**src/verilog/dso_pkg.sv**
```systemverilog
// ****************************************************************
// Shared constants and types of the drive status outputs.
// ****************************************************************
package dso_pkg;

    // Width of speed values in revolutions per minute, signed.
    localparam int SPD_W = 16;

    // Rotation detect level limits and reset default.
    localparam logic [13:0] ROT_LEVEL_MIN = 14'h0001;
    localparam logic [13:0] ROT_LEVEL_MAX = 14'h2710;
    localparam logic [13:0] ROT_LEVEL_DEF = 14'h0014;

    // Speed match width limits and reset default.
    localparam logic [6:0] MATCH_WIDTH_MAX = 7'h64;
    localparam logic [6:0] MATCH_WIDTH_DEF = 7'h0a;

    // Control mode encoding.
    typedef enum logic [1:0] {
        DSO_MODE_POSITION,
        DSO_MODE_SPEED,
        DSO_MODE_TORQUE
    } dso_mode_t;

    // Pin assignment enables of the optional outputs.
    typedef struct packed {
        logic caution;
        logic rotation;
        logic prepared;
        logic speed_match;
    } dso_assign_t;

    // Conditions feeding the prepared output.
    typedef struct packed {
        logic main_power;
        logic hardwired_baseblock;
        logic absolute_encoder;
        logic encoder_power_command;
    } dso_ready_t;

endpackage

```
**src/verilog/dso_status_outputs.sv**
```systemverilog
`timescale 1ns/1ps
// ****************************************************************
// Drive status outputs.
// ****************************************************************
module dso_status_outputs
    import dso_pkg::*;
(
    input  wire logic             clk,
    input  wire logic             resetn,
    input  wire logic             error_event,
    input  wire logic             warning_active,
    input  wire logic             fault_clear_command,
    input  wire logic             motor_power_command,
    input  wire logic [SPD_W-1:0] motor_speed,
    input  wire logic [SPD_W-1:0] reference_speed,
    input  wire dso_mode_t        control_mode,
    input  wire logic [13:0]      rotation_detect_level,
    input  wire logic [6:0]       speed_match_width,
    input  wire dso_assign_t      pin_assign,
    input  wire dso_ready_t       ready_in,
    output logic                  fault_output,
    output logic                  caution_output,
    output logic                  rotation_detect_output,
    output logic                  prepared_output,
    output logic                  speed_match_output,
    output logic                  servo_on_accepted
);

    // ************************************************************
    // Fault latch.
    // ************************************************************

    // Latched fault; set has priority over the clear command.
    logic fault_latched;
    wire  next_fault = error_event |
                       (fault_latched & ~fault_clear_command);

    // The latch holds until the host clears it; a new error wins.
    always_ff @(posedge clk or negedge resetn) begin
        if (!resetn) begin
            fault_latched <= 1'b0;
        end else begin
            fault_latched <= next_fault;
        end
    end

    // ************************************************************
    // Speed comparisons.
    // ************************************************************

    // Magnitude of the measured speed, direction does not matter.
    wire logic [SPD_W-1:0] speed_abs = motor_speed[SPD_W-1] ?
                                       (~motor_speed + 1'b1) : motor_speed;

    // Out of range levels are clamped into the settable range.
    wire logic [13:0] rot_level =
        (rotation_detect_level < ROT_LEVEL_MIN) ? ROT_LEVEL_MIN :
        (rotation_detect_level > ROT_LEVEL_MAX) ? ROT_LEVEL_MAX :
        rotation_detect_level;
    wire logic [6:0] match_width =
        (speed_match_width > MATCH_WIDTH_MAX) ? MATCH_WIDTH_MAX :
        speed_match_width;

    // Rotation detect compares magnitude with the level.
    wire logic rotating = speed_abs >= {2'h0, rot_level};

    // Speed error, one bit wider so the subtraction cannot wrap.
    wire logic signed [SPD_W:0] speed_err =
        $signed({reference_speed[SPD_W-1], reference_speed}) -
        $signed({motor_speed[SPD_W-1], motor_speed});
    wire logic [SPD_W:0] err_abs = speed_err[SPD_W] ?
                                   (~speed_err + 1'b1) : speed_err;
    wire logic in_window = err_abs <= {10'h000, match_width};
    wire logic matched = in_window &
                         (control_mode == DSO_MODE_SPEED);

    // ************************************************************
    // Prepared condition.
    // ************************************************************

    wire logic encoder_ok = ~ready_in.absolute_encoder |
                            ready_in.encoder_power_command;
    wire logic prepared = ready_in.main_power &
                          ~ready_in.hardwired_baseblock &
                          ~next_fault & encoder_ok;

    // ************************************************************
    // Output registers, refreshed every cycle with no filtering.
    // ************************************************************

    // Out of reset, fault output is high (closed) while no fault is latched; reset drives it low.
    always_ff @(posedge clk or negedge resetn) begin
        if (!resetn) begin
            fault_output           <= 1'b0;
            caution_output         <= 1'b0;
            rotation_detect_output <= 1'b0;
            prepared_output        <= 1'b0;
            speed_match_output     <= 1'b0;
            servo_on_accepted      <= 1'b0;
        end else begin
            fault_output <= ~next_fault;
            caution_output <= pin_assign.caution &
                              warning_active;
            rotation_detect_output <= pin_assign.rotation &
                                      rotating;
            prepared_output <= pin_assign.prepared &
                               prepared;
            speed_match_output <= pin_assign.speed_match &
                                  matched;
            servo_on_accepted <= prepared &
                                 motor_power_command;
        end
    end

endmodule

```
**config.mk**
```make
export PLATFORM = sky130hd
export DESIGN_NAME = dso_status_outputs
export DESIGN_NICKNAME = d
export VERILOG_FILES = /design/src/verilog/dso_pkg.sv /design/src/verilog/dso_status_outputs.sv
export SDC_FILE = /design/constraint.sdc
export NUM_CORES = 1
export LEC_CHECK = 0
export BUFFER_PORTS_ARGS = -buffer_cell sky130_fd_sc_hd__buf_2
export CORE_UTILIZATION = 55
export CTS_BUF_LIST = sky130_fd_sc_hd__clkbuf_16
export DETAILED_ROUTE_END_ITERATION = 10
export PLACE_DENSITY = 0.83
export SLEW_MARGIN = 10
export SYNTH_ARGS = -nofsm -noshare
export SYNTH_HDL_FRONTEND = slang
export SYNTH_SLANG_ARGS = --single-unit
```
**constraint.sdc**
```tcl
create_clock -name clk -period 1.6 [get_ports clk]
set_clock_uncertainty 0.2 [all_clocks]
set_input_delay 0.24 -clock clk [delete_from_list [all_inputs] [get_ports clk]]
set_output_delay 0.24 -clock clk [all_outputs]
set_load 0.03 [all_outputs]
```
==> flow_summary.toml, run 1 <==
[place]
place.gp.congestion = 0.858
hpwlAfterDp_mm = 8.63
place_ws_ps = -2430
portBuffers = 74

[die]
die_y_um = 73.2
die_w_um = 73.2
pin_count = 75
start_util_pct = 57.9
fp-row-count = 25

[synth]
syn_inst = 368
yosysUniqueCellTypes = 82
synth_seq_area_share_pct = 6.28
syn_area_per_cell_um2 = 7.58
synth_warnings = 0
synth_edf_count = 0
ys.flop_type = "dfrtp_1"
syn_area_um2 = 2790
async_reset_ff_share_pct = 100
syn_nets = 477
synth_seq_cells = 7

[global_routing]
grt_pass1_wl_mm = 25.6
grt_pass1_vias = 4581
grt.overflow.total = 2
grt_use_total_pct = 67.8
grt_start_max_net_pins = 15

[clock_network]
clk_path_buf_depth = 2
cts.sinks = 7
root_buffer = "clkbuf_16"
cts_buffers = 3
cts-htree-levels = 1

[outcome]
outcome = "aborted with a tool error"
stop_error = "[ERROR GRT-0116] Global routing finished with congestion. Check the congestion regions in the DRC Viewer."
lastStage = "global routing (5_1_grt)"
-- logic make-up after synthesis --
logic type	share of synthesized area, %
AO/OA/AOI/OAI	31.8
XOR/XNOR	9.33
buffers and inverters	6.19
multiplexers	1.12
AND/OR/NAND/NOR	27.1
flip-flops	6.28
adder cells (fa/ha/maj)	18.2
-- timing repair --
| action | 4_1_cts |
|---|---|
| endpoints found under the hold margin | 7 |
| gates cloned | 0 |
| gates resized for setup | 9 |
| endpoints found under the setup margin | 2 |
| pin swaps | 9 |
| hold buffers | 1 |
| buffers inserted | 2 |
-- per-layer routing --
| metal | track usage (%) | GRT overflow |
|---|---|---|
| met3 | 57.3 | 0 |
| met1 | 68.2 | 0 |
| met2 | 85.3 | 2 |
| met4 | 58.2 | 0 |
| met5 | 12.1 | 0 |
-- synth_stat cells, types with 4 or more instances --
library cell  instances  area [um^2]
xnor2_1              22          193
a21oi_1              25          125
buf_2                 7         35.0
inv_1                30          113
nand2b_1              9         56.3
a21o_1               12         90.1
nand3_1              13         65.1
xor2_1                4         35.0
nand2_1              39          146
nor2b_1               9         56.3
nor2_1               21         78.8
o31ai_1               5         37.5
o21ai_0              17         85.1
ha_1                 39          488
nor3_1                4         20.0
and2_1                4         25.0
dfrtp_1               7          175
a211oi_1              6         45.0
nand4_1               8         50.1
-- through the flow --
stage	setup TNS, ps	area [um^2]	cells	hold WS (ps)	utilization [%]
2_1_floorplan	-3380	2870	368	-256	-
3_3_place_gp	-3800	4100	609	-114	85.0
3_5_place_dp	-4010	4100	609	-108	85.0
4_1_cts	-3290	4240	616	28.9	88.0
==> run 2: changes to the inputs <==
--- a/config.mk
+++ b/config.mk
@@ -6,10 +6,9 @@
 export NUM_CORES = 1
 export LEC_CHECK = 0
 export BUFFER_PORTS_ARGS = -buffer_cell sky130_fd_sc_hd__buf_2
-export CORE_UTILIZATION = 55
-export CTS_BUF_LIST = sky130_fd_sc_hd__clkbuf_16
+export CORE_UTILIZATION = 40
 export DETAILED_ROUTE_END_ITERATION = 10
-export PLACE_DENSITY = 0.83
+export PLACE_DENSITY_LB_ADDON = 0.15
 export SLEW_MARGIN = 10
 export SYNTH_ARGS = -nofsm -noshare
 export SYNTH_HDL_FRONTEND = slang
==> run 2 against run 1 <==
The flow now finishes, with violations (design-rule violations, negative setup slack). Synthesized cell count unchanged. Area after synthesis unchanged.
==> flow_summary.toml, run 2 <==
[critical_path]
reg2reg_depth = 3
r2r-start = "fault_latched$_DFF_PN0_"
cp.arrival_ps = 3480
cp.required_ps = 1580
critPathKind = "in2reg"
startpoint_type = "input port"
cp-end-kind = "flop"
r2r-end = "prepared_output$_DFF_PN0_"
critPathMaxFanout = 3
r2r_slack_ps = 250

[route]
vias = 3314
wirelength_mm = 8.13
drc = 1
drtIter0Drc = 136
ant_nets = 0
drtPass1Iterations = 7
wl_per_cell_um = 13.0
post_drt_via_cell_ratio = 5.31

[synth]
synth_top_area_cell = "ha_1"
synth_seq_cells = 7
synth-xor-area-share_pct = 9.33
synth_area_leaders = "ha_1, xnor2_1, dfrtp_1"
synth_commonest_cells = "ha_1, nand2_1, inv_1"
synth_fa_ha_area_share_pct = 18.2
synth_warnings = 0
yosys.area_share.simple_pct = 27.1
syn_nets = 477
syn_area_per_cell_um2 = 7.58
synth_top_family_by_area = "compound AO/OA/AOI/OAI gates"
muxShareOfSynthArea_pct = 1.12
syn_inst = 368
ys.flop_type = "dfrtp_1"
synth_compound_area_share_pct = 31.7
yosysUniqueCellTypes = 82
syn_area_um2 = 2790
synth_seq_area_share_pct = 6.28
synth_edf_count = 0
async_reset_ff_share_pct = 100
synth_top_area_share_pct = 17.5

[sta]
finalWorstPathRequiredPeriod_ps = 3500
maxSlewViolCount = 0
slew-limit-headroom_pct = 65.9
fmax_mhz = 286
period_share_pct = 219
worst_pin_slew_ps = 509
setup_viol = 2
hold_viol = 0
rsz0062_at_grt = "true"
setup_ws_ps = -1900

[die]
fp-row-count = 30
die_y_um = 85.5
pin_count = 75
core_area_um2 = 6760
floorplan.die_area_um2 = 7310
start_util_pct = 41.3
die_w_um = 85.5

[place]
dp.cells = 616
place_ws_ps = -2350
hpwlAfterDp_mm = 7.02
portBuffers = 74
place.gp.congestion = 0.865

[outcome]
violations = "design-rule violations, negative setup slack"
outcome = "finished, violations left"

[final_layout]
final_cell_mix = "buf_4, buf_2, nand2_1"
area_growth_pct = 50.9
seq_area_um2 = 175
multi_input_comb_area_um2 = 2550
num_antenna_cells = 0
nFillCells = 613
finalNonFillerCells = 624
final_common_cell = "buf_4"
drive_gt1_share_pct = 42.6
nets = 654

[clock_network]
clk_pin_slew_worst_paths_ps = 60
clock_latency_ps = 220
clk_path_buf_depth = 2
cts.sinks = 7
cts-htree-levels = 1
cts_buffers = 3
cts_tree = "built"
root_buffer = "clkbuf_8"

[power_and_ir_drop]
p_int_uw = 1250
p_per_area_nw_per_um2 = 516
netSwitchingPower_uw = 928
power_frac_clock_pct = 12.5
combPwrFrac_pct = 78.9
p_seq_share_pct = 8.6
p_leak_uw = 0.00210
irDropWorstVdd_mv = 0.373
p_sw_share_pct = 42.7

[global_routing]
antenna_found_initial = 0
grt_pass1_vias = 3182
grt_use_total_pct = 22.8
grt_start_max_net_pins = 15
grt_pass1_wl_mm = 13.7
grt.overflow.total = 0

[worst_hold_path]
whs_path_depth = 2
hp-start = "motor_power_command"
holdCritPathClass = "in2reg"
min_to = "servo_on_accepted$_DFF_PN0_"

[flow_run]
maxCapViolations = 0
run 2: cell counts after synthesis:
Identical to the previous run, type by type.
run 2: cell families after synthesis:
family          Yosys count
flops                     7
xor+xnor                 28
simple gates            140
mux                       3
buf+inv                  41
compound gates          109
fa+ha+maj                40
run 2: routing by layer:
metal	wire, um	GRT usage, %	share of wire, %
met5	0	0	0
met4	31	2.12	0.38
met1	3640	28.0	45
met2	4180	44.1	51
met3	273	2.21	3.4
run 2: cell type report:
cell class | count | area share, %
Tap cell | 80 | 2.38
Clock buffer | 4 | 1.07
Inverter | 30 | 2.97
Multi-Input combinational cell | 320 | 60.5
Sequential cell | 7 | 4.16
Timing Repair Buffer | 183 | 28.9
run 2: worst max path at each step:
| stage | from | to |
|---|---|---|
| finish | motor_speed[7] | speed_match_output$_DFF_PN0_ |
| global placement | reference_speed[0] | speed_match_output$_DFF_PN0_ |
| global route | reference_speed[0] | speed_match_output$_DFF_PN0_ |
| floorplan | reference_speed[0] | speed_match_output$_DFF_PN0_ |
| CTS | reference_speed[0] | speed_match_output$_DFF_PN0_ |
| detailed placement | reference_speed[0] | speed_match_output$_DFF_PN0_ |
run 2: repair_timing:
item | 4_1_cts | 5_1_grt
setup endpoints to repair | 2 | 2
endpoints found under the hold margin | 7 | 0
buffers inserted | 3 | 0
hold buffers | 1 | 0
pin swaps | 14 | 3
gates resized for setup | 12 | 2
run 2: metrics by stage:
step	instance area, um^2	setup TNS (ps)	hold slack, ps	util, %	total power, uW
after global routing	4210	-3500	29.9	62.3	2370
after detailed placement	4070	-3980	-101	60.2	1830
after global placement	4070	-3900	-105	60.2	1800
after CTS	4200	-3170	28.0	62.2	2170
after floorplan	2870	-3380	-256	-	1210
final	4210	-3130	32.0	62.3	2170
run 2: critical path, stage by stage:
cell,delay (ps)
buf_2,100
inv_1,110
ha_4,220
a2111oi_4,460
a211oi_4,120
o21ai_2,170
a41oi_2,120
or2_4,260
xor2_1,140
ha_1,320
a21o_1,180
a21oi_1,110
o21ai_1,80
a21o_1,190
a21oi_2,110
o21ai_1,70
a21o_1,160
a211oi_2,130
and4_1,180
run 2: power by group through the flow:
stage                     clock network (uW)  logic, uW  registers (uW)
after global routing                     281       1900             189
after global placement                     0       1610             191
after floorplan                            0       1010             206
final                                    272       1710             188
after CTS                                273       1710             188
after detailed placement                   0       1640             191
No activity file was read; power rests on OpenSTA's default activity.
==> run 3: changes to the inputs <==
==> constraint.sdc (replaced) <==
create_clock -name clk -period 3.9 [get_ports clk]
set_clock_uncertainty 0.2 [all_clocks]
set_input_delay 0.585 -clock clk [delete_from_list [all_inputs] [get_ports clk]]
set_output_delay 0.585 -clock clk [all_outputs]
set_load 0.03 [all_outputs]
==> run 3 against run 2 <==
The flow now finishes without violations. Sequential power decreased by 59%. Critical path depth grew 2. Flip-flop and latch count unchanged. Cell count decreased by 6.7%. Non-clock buffer count down 42. Via count decreased by 7.3%. Critical endpoint unchanged.
==> flow_summary.toml, run 3 (synthesis gave the netlist of run 2 again) <==
[place]
dp.cells = 575
place_ws_ps = -455
place.gp.congestion = 0.815
dpl_cell_area_um2 = 3720
portBuffers = 74
hpwlAfterDp_mm = 6.64

[final_layout]
final_util_pct = 56.7
nets = 612
stdcell_area_um2 = 3830
final_cell_mix = "buf_2, buf_4, nand2_1"
drive_gt1_share_pct = 36.3
num_antenna_cells = 0
area_growth_pct = 37.2
final_common_cell = "buf_2"
finalNonFillerCells = 582

[critical_path]
cp-end-kind = "flop"
startpoint_type = "input port"
cp.arrival_ps = 3850
r2r-start = "fault_latched$_DFF_PN0_"
cp.required_ps = 3870
critPathMaxFanout = 2
critPathKind = "in2reg"
critPathLaunch = "reference_speed[0]"

[clock_network]
root_buffer = "clkbuf_8"
clk_path_buf_depth = 2
cts.sinks = 7
clk_pin_slew_worst_paths_ps = 50
cts-htree-levels = 1
cts_buffers = 3
cts_tree = "built"
clock_latency_ps = 220

[sta]
setup_viol = 0
period_share_pct = 99.5
slew-limit-headroom_pct = 65.3
maxSlewViolCount = 0
setup_ws_ps = 19.7
finalWorstPathRequiredPeriod_ps = 3880
rsz0062_at_grt = "true"
hold_slack_ps = 317
worst_pin_slew_ps = 519
hold_viol = 0
fmax_mhz = 258

[worst_hold_path]
holdCritPathClass = "reg2reg"
hp-start = "fault_latched$_DFF_PN0_"

[die]
die_w_um = 85.5
die_y_um = 85.5
fp-row-count = 30
core_area_um2 = 6760
start_util_pct = 41.3
pin_count = 75
floorplan.die_area_um2 = 7310

[global_routing]
grt_pass1_wl_mm = 13.1
grt.overflow.total = 0
antenna_found_initial = 0
grt_use_total_pct = 21.8
grt_start_max_net_pins = 15
grt_pass1_vias = 2985

[route]
wl_per_cell_um = 13.2
drtIter0Drc = 58
ant_nets = 0
post_drt_via_cell_ratio = 5.28
wirelength_mm = 7.66
drtPass1Iterations = 6
vias = 3071
drc = 0

[outcome]
outcome = "finished, final reports clean"

[flow_run]
maxCapViolations = 0

[power_and_ir_drop]
p_leak_uw = 0.00188
p_per_area_nw_per_um2 = 219
irDropWorstVdd_mv = 0.148
==> run 3: cell types whose count changed in the layout (fill, tap and decap cells not counted), sizes merged <==
cell	change
buf	-42
==> run 3: worst paths after layout <==
| path | endpoint | slack, ps | depth (start not counted) |
|---|---|---|---|
| hold / removal | fault_latched$_DFF_PN0_ | 320 | 1 |
| setup / recovery | speed_match_output$_DFF_PN0_ | 20 | 21 |
| setup reg to reg | servo_on_accepted$_DFF_PN0_ | 2610 | 3 |
| min in group asynchronous | prepared_output$_DFF_PN0_ | 520 | 2 |
| hold reg to reg | fault_latched$_DFF_PN0_ | 320 | 1 |
| max in group asynchronous | caution_output$_DFF_PN0_ | 2790 | 2 |
==> run 3: layout make-up <==
| cell class | instances | area, um^2 |
|---|---|---|
| clock buffers | 4 | 45.0 |
| well taps | 80 | 100 |
| fillers | 646 | 2930 |
| repair buffers | 141 | 892 |
| inverters | 30 | 125 |
| multi-input cells | 320 | 2490 |
| flip-flops and latches | 7 | 175 |
==> run 3: where the power goes <==
part           internal [uW]  total, uW  switching [uW]
Clock                   71.2        108            36.4
Combinational            326        653             328
Sequential              76.4       77.1           0.717
Total                    473        838             365
==> run 3: worst max-delay path: stages <==
cell and delay, ps:
buf_8 110, inv_12 40, ha_4 120, fa_2 180, and2b_2 240, o211ai_4 200, a211oi_4 100, o21ai_2 170
a41oi_2 140, or2_4 270, xor2_1 140, ha_1 320, a21o_1 190, a21oi_1 110, o21ai_1 80, a21o_1 170
a21oi_2 120, o21ai_1 70, a21o_1 170, a211oi_2 130, and4_1 200
==> run 3: what timing repair did <==
| item | CTS | global route |
|---|---|---|
| gates resized for setup | 4 | 6 |
| buffers inserted | 2 | 0 |
| endpoints found under the setup margin | 1 | 1 |
| hold endpoints to repair | 3 | 0 |
| pin swaps | 9 | 1 |
| hold buffers | 1 | 0 |
==> run 3: routing by layer <==
layer  wire length (um)  vias to the layer above  GRT usage [%]  share of wire (%)
met4                  0                        0           1.21                  0
met5                  0                        -              0                  0
met1               3520                     1395           27.5                 46
met2               3940                       51           41.8                 51
li1                   -                     1625              -                  -
met3                211                        0           2.21                2.8
==> run 3: through the flow <==
stage / TNS, ps / total power (uW)
after floorplan: -182 / 492
after global placement: -362 / 690
after detailed placement: -455 / 705
after CTS: 0 / 834
after global routing: -193 / 920
final: 0 / 838
==> run 4: changes to the inputs <==
--- a/config.mk
+++ b/config.mk
@@ -6,6 +6,7 @@
 export NUM_CORES = 1
 export LEC_CHECK = 0
 export BUFFER_PORTS_ARGS = -buffer_cell sky130_fd_sc_hd__buf_2
+export CORE_ASPECT_RATIO = 0.75
 export CORE_UTILIZATION = 40
 export DETAILED_ROUTE_END_ITERATION = 10
 export PLACE_DENSITY_LB_ADDON = 0.15
==> run 4 against run 3 <==
The run now ends with design-rule violations, negative setup slack left. Non-clock buffer count increased by 3. Flip-flop and latch count unchanged. Via count increased by 1.6%. Die area about the same. Maximum frequency decreased by 1.4%. First-iteration DRC count increased by 110%. Power increased by 0.21%. Global-route usage decreased by 0.26 points. Cell count increased by 0.69%. Sequential share of layout area decreased by 0.060 points. Clock-buffer cell count unchanged.
==> flow_summary.toml, run 4 (synthesis gave the netlist of run 2 again) <==
[sta]
slew-limit-headroom_pct = 62.6
maxSlewViolCount = 0
hold_viol = 0
finalSetupTns_ps = -35.3
setup_viol = 1
finalWorstPathRequiredPeriod_ps = 3940
worst_pin_slew_ps = 559
rsz0062_at_grt = "true"
setup_ws_ps = -35.3
hold_slack_ps = 324
period_share_pct = 101
fmax_mhz = 254

[place]
hpwlAfterDp_mm = 6.67
portBuffers = 74
dpl_cell_area_um2 = 3720
dp.cells = 577
place.gp.congestion = 0.859

[critical_path]
cp-end-kind = "flop"
reg2reg_depth = 3
startpoint_type = "input port"
cp.required_ps = 3860
path_common_cell = "a21o_1"
worstPathCellList = "buf_12, inv_12, ha_4, fa_2, and2b_2, o211ai_4, a211oi_4, o21ai_2, a41oi_2, or2_4, xor2_2, ha_1, a21o_1, a21oi_2, o21ai_1, a21o_1, a21oi_2, o21ai_1, a21o_1, a211oi_2, and4_1"
critPathMaxFanout = 2
r2r_slack_ps = 2570
critPathMaxStageDelay_ps = 330
critPathSlowestCell = "fa_2"
critPathKind = "in2reg"
cp.arrival_ps = 3900

[power_and_ir_drop]
p_sw_share_pct = 43.3
irDropWorstVdd_mv = 0.116
netSwitchingPower_uw = 364
p_int_uw = 476
p_per_area_nw_per_um2 = 216
power_frac_clock_pct = 12.2
p_leak_uw = 0.00190
combPwrFrac_pct = 78.6
p_seq_share_pct = 9.2

[route]
wirelength_mm = 7.69
vias = 3120
drtIter0Drc = 124
ant_nets = 0
drc = 1
post_drt_via_cell_ratio = 5.32
wl_per_cell_um = 13.1
drtPass1Iterations = 9

[worst_hold_path]
whs_path_depth = 1
holdCritPathClass = "reg2reg"

[final_layout]
nets = 615
final_common_cell = "buf_2"
final_util_pct = 59.6
final_cell_mix = "buf_2, buf_4, nand2_1"
finalNonFillerCells = 586
stdcell_area_um2 = 3880
area_growth_pct = 39.1
drive_gt1_share_pct = 37.2
num_antenna_cells = 0

[clock_network]
cts.sinks = 7
clock_latency_ps = 230
root_buffer = "clkbuf_8"
clk_pin_slew_worst_paths_ps = 40
cts_buffers = 3
cts-htree-levels = 1
cts_tree = "built"
clk_path_buf_depth = 2

[die]
core_area_um2 = 6510
floorplan.die_area_um2 = 7320
die_w_um = 98.4
pin_count = 75
die_y_um = 74.3
fp-row-count = 25
start_util_pct = 42.9

[global_routing]
use_met2_pct = 36.2
grt-busiest-layer = "met2"
grt_pass1_wl_mm = 12.9
use_met3_pct = 2.26
grt_use_total_pct = 21.6
grt_start_max_net_pins = 15
grt.overflow.total = 0
met1_usage_pct = 31.2
grt_pass1_vias = 2868
antenna_found_initial = 0

[flow_run]
maxCapViolations = 0

[outcome]
outcome = "finished, violations left"
violations = "design-rule violations, negative setup slack"
[run 4: cell types whose count changed in the layout (fill, tap and decap cells not counted)]
cell	previous run	this run
buf_4	66	69
a211oi_1	4	3
a211oi_2	3	4
a21oi_1	24	23
a21oi_2	2	3
buf_12	0	1
buf_8	1	0
inv_1	28	29
inv_2	1	0
nor4_1	3	2
nor4_2	0	1
xor2_1	4	3
xor2_2	2	3
[run 4: final cells by class]
class	instances	area, um^2
timing repair buffer	144	920
clock buffer	4	45.0
inverter	30	125
fill	637	2630
sequential	7	175
tap	81	101
multi-input combinational	320	2510
[run 4: timing repair]
action                                  in CTS  in global routing
hold buffers                                 1                  0
setup buffers                                2                  2
endpoints found under the hold margin        7                  0
gates resized for setup                      6                  7
pin swaps                                   11                  9
endpoints found under the setup margin       1                  2
[run 4: routing by layer]
| layer | up-vias | wire length [um] |
|---|---|---|
| met5 | - | 0 |
| met4 | 0 | 34 |
| met3 | 4 | 358 |
| met2 | 77 | 3340 |
| met1 | 1413 | 3960 |
| li1 | 1626 | - |
[run 4: final timing paths]
kind	startpoint	endpoint
setup / recovery	reference_speed[0]	speed_match_output$_DFF_PN0_
hold / removal	fault_latched$_DFF_PN0_	fault_latched$_DFF_PN0_
setup reg to reg	fault_latched$_DFF_PN0_	servo_on_accepted$_DFF_PN0_
hold reg to reg	fault_latched$_DFF_PN0_	fault_latched$_DFF_PN0_
max in group asynchronous	resetn	servo_on_accepted$_DFF_PN0_
min in group asynchronous	resetn	caution_output$_DFF_PN0_
[run 4: through the flow]
stage / worst slack, ps / total power, uW
floorplan: -182 / 492
global placement: -309 / 691
detailed placement: -476 / 705
CTS: -17.3 / 823
global route: -234 / 925
finish: -35.3 / 840
[run 4: critical path, delay by kind of cell]
kind | cells | cell delay (ps)
adders and majority gates | 3 | 740
buffers and inverters | 2 | 120
xor gates and xnor gates | 1 | 140
and+or+nand+nor | 3 | 600
AOI/OAI and AO/OA | 12 | 1730
[run 4: power groups by stage]
stage	Combinational [uW]	Sequential, uW	Clock [uW]
5_1_grt	736	77.6	112
6_report	660	77.4	102
3_3_place_gp	613	78.3	0
4_1_cts	640	77.4	106
3_5_place_dp	626	78.4	0
2_1_floorplan	408	84.6	0
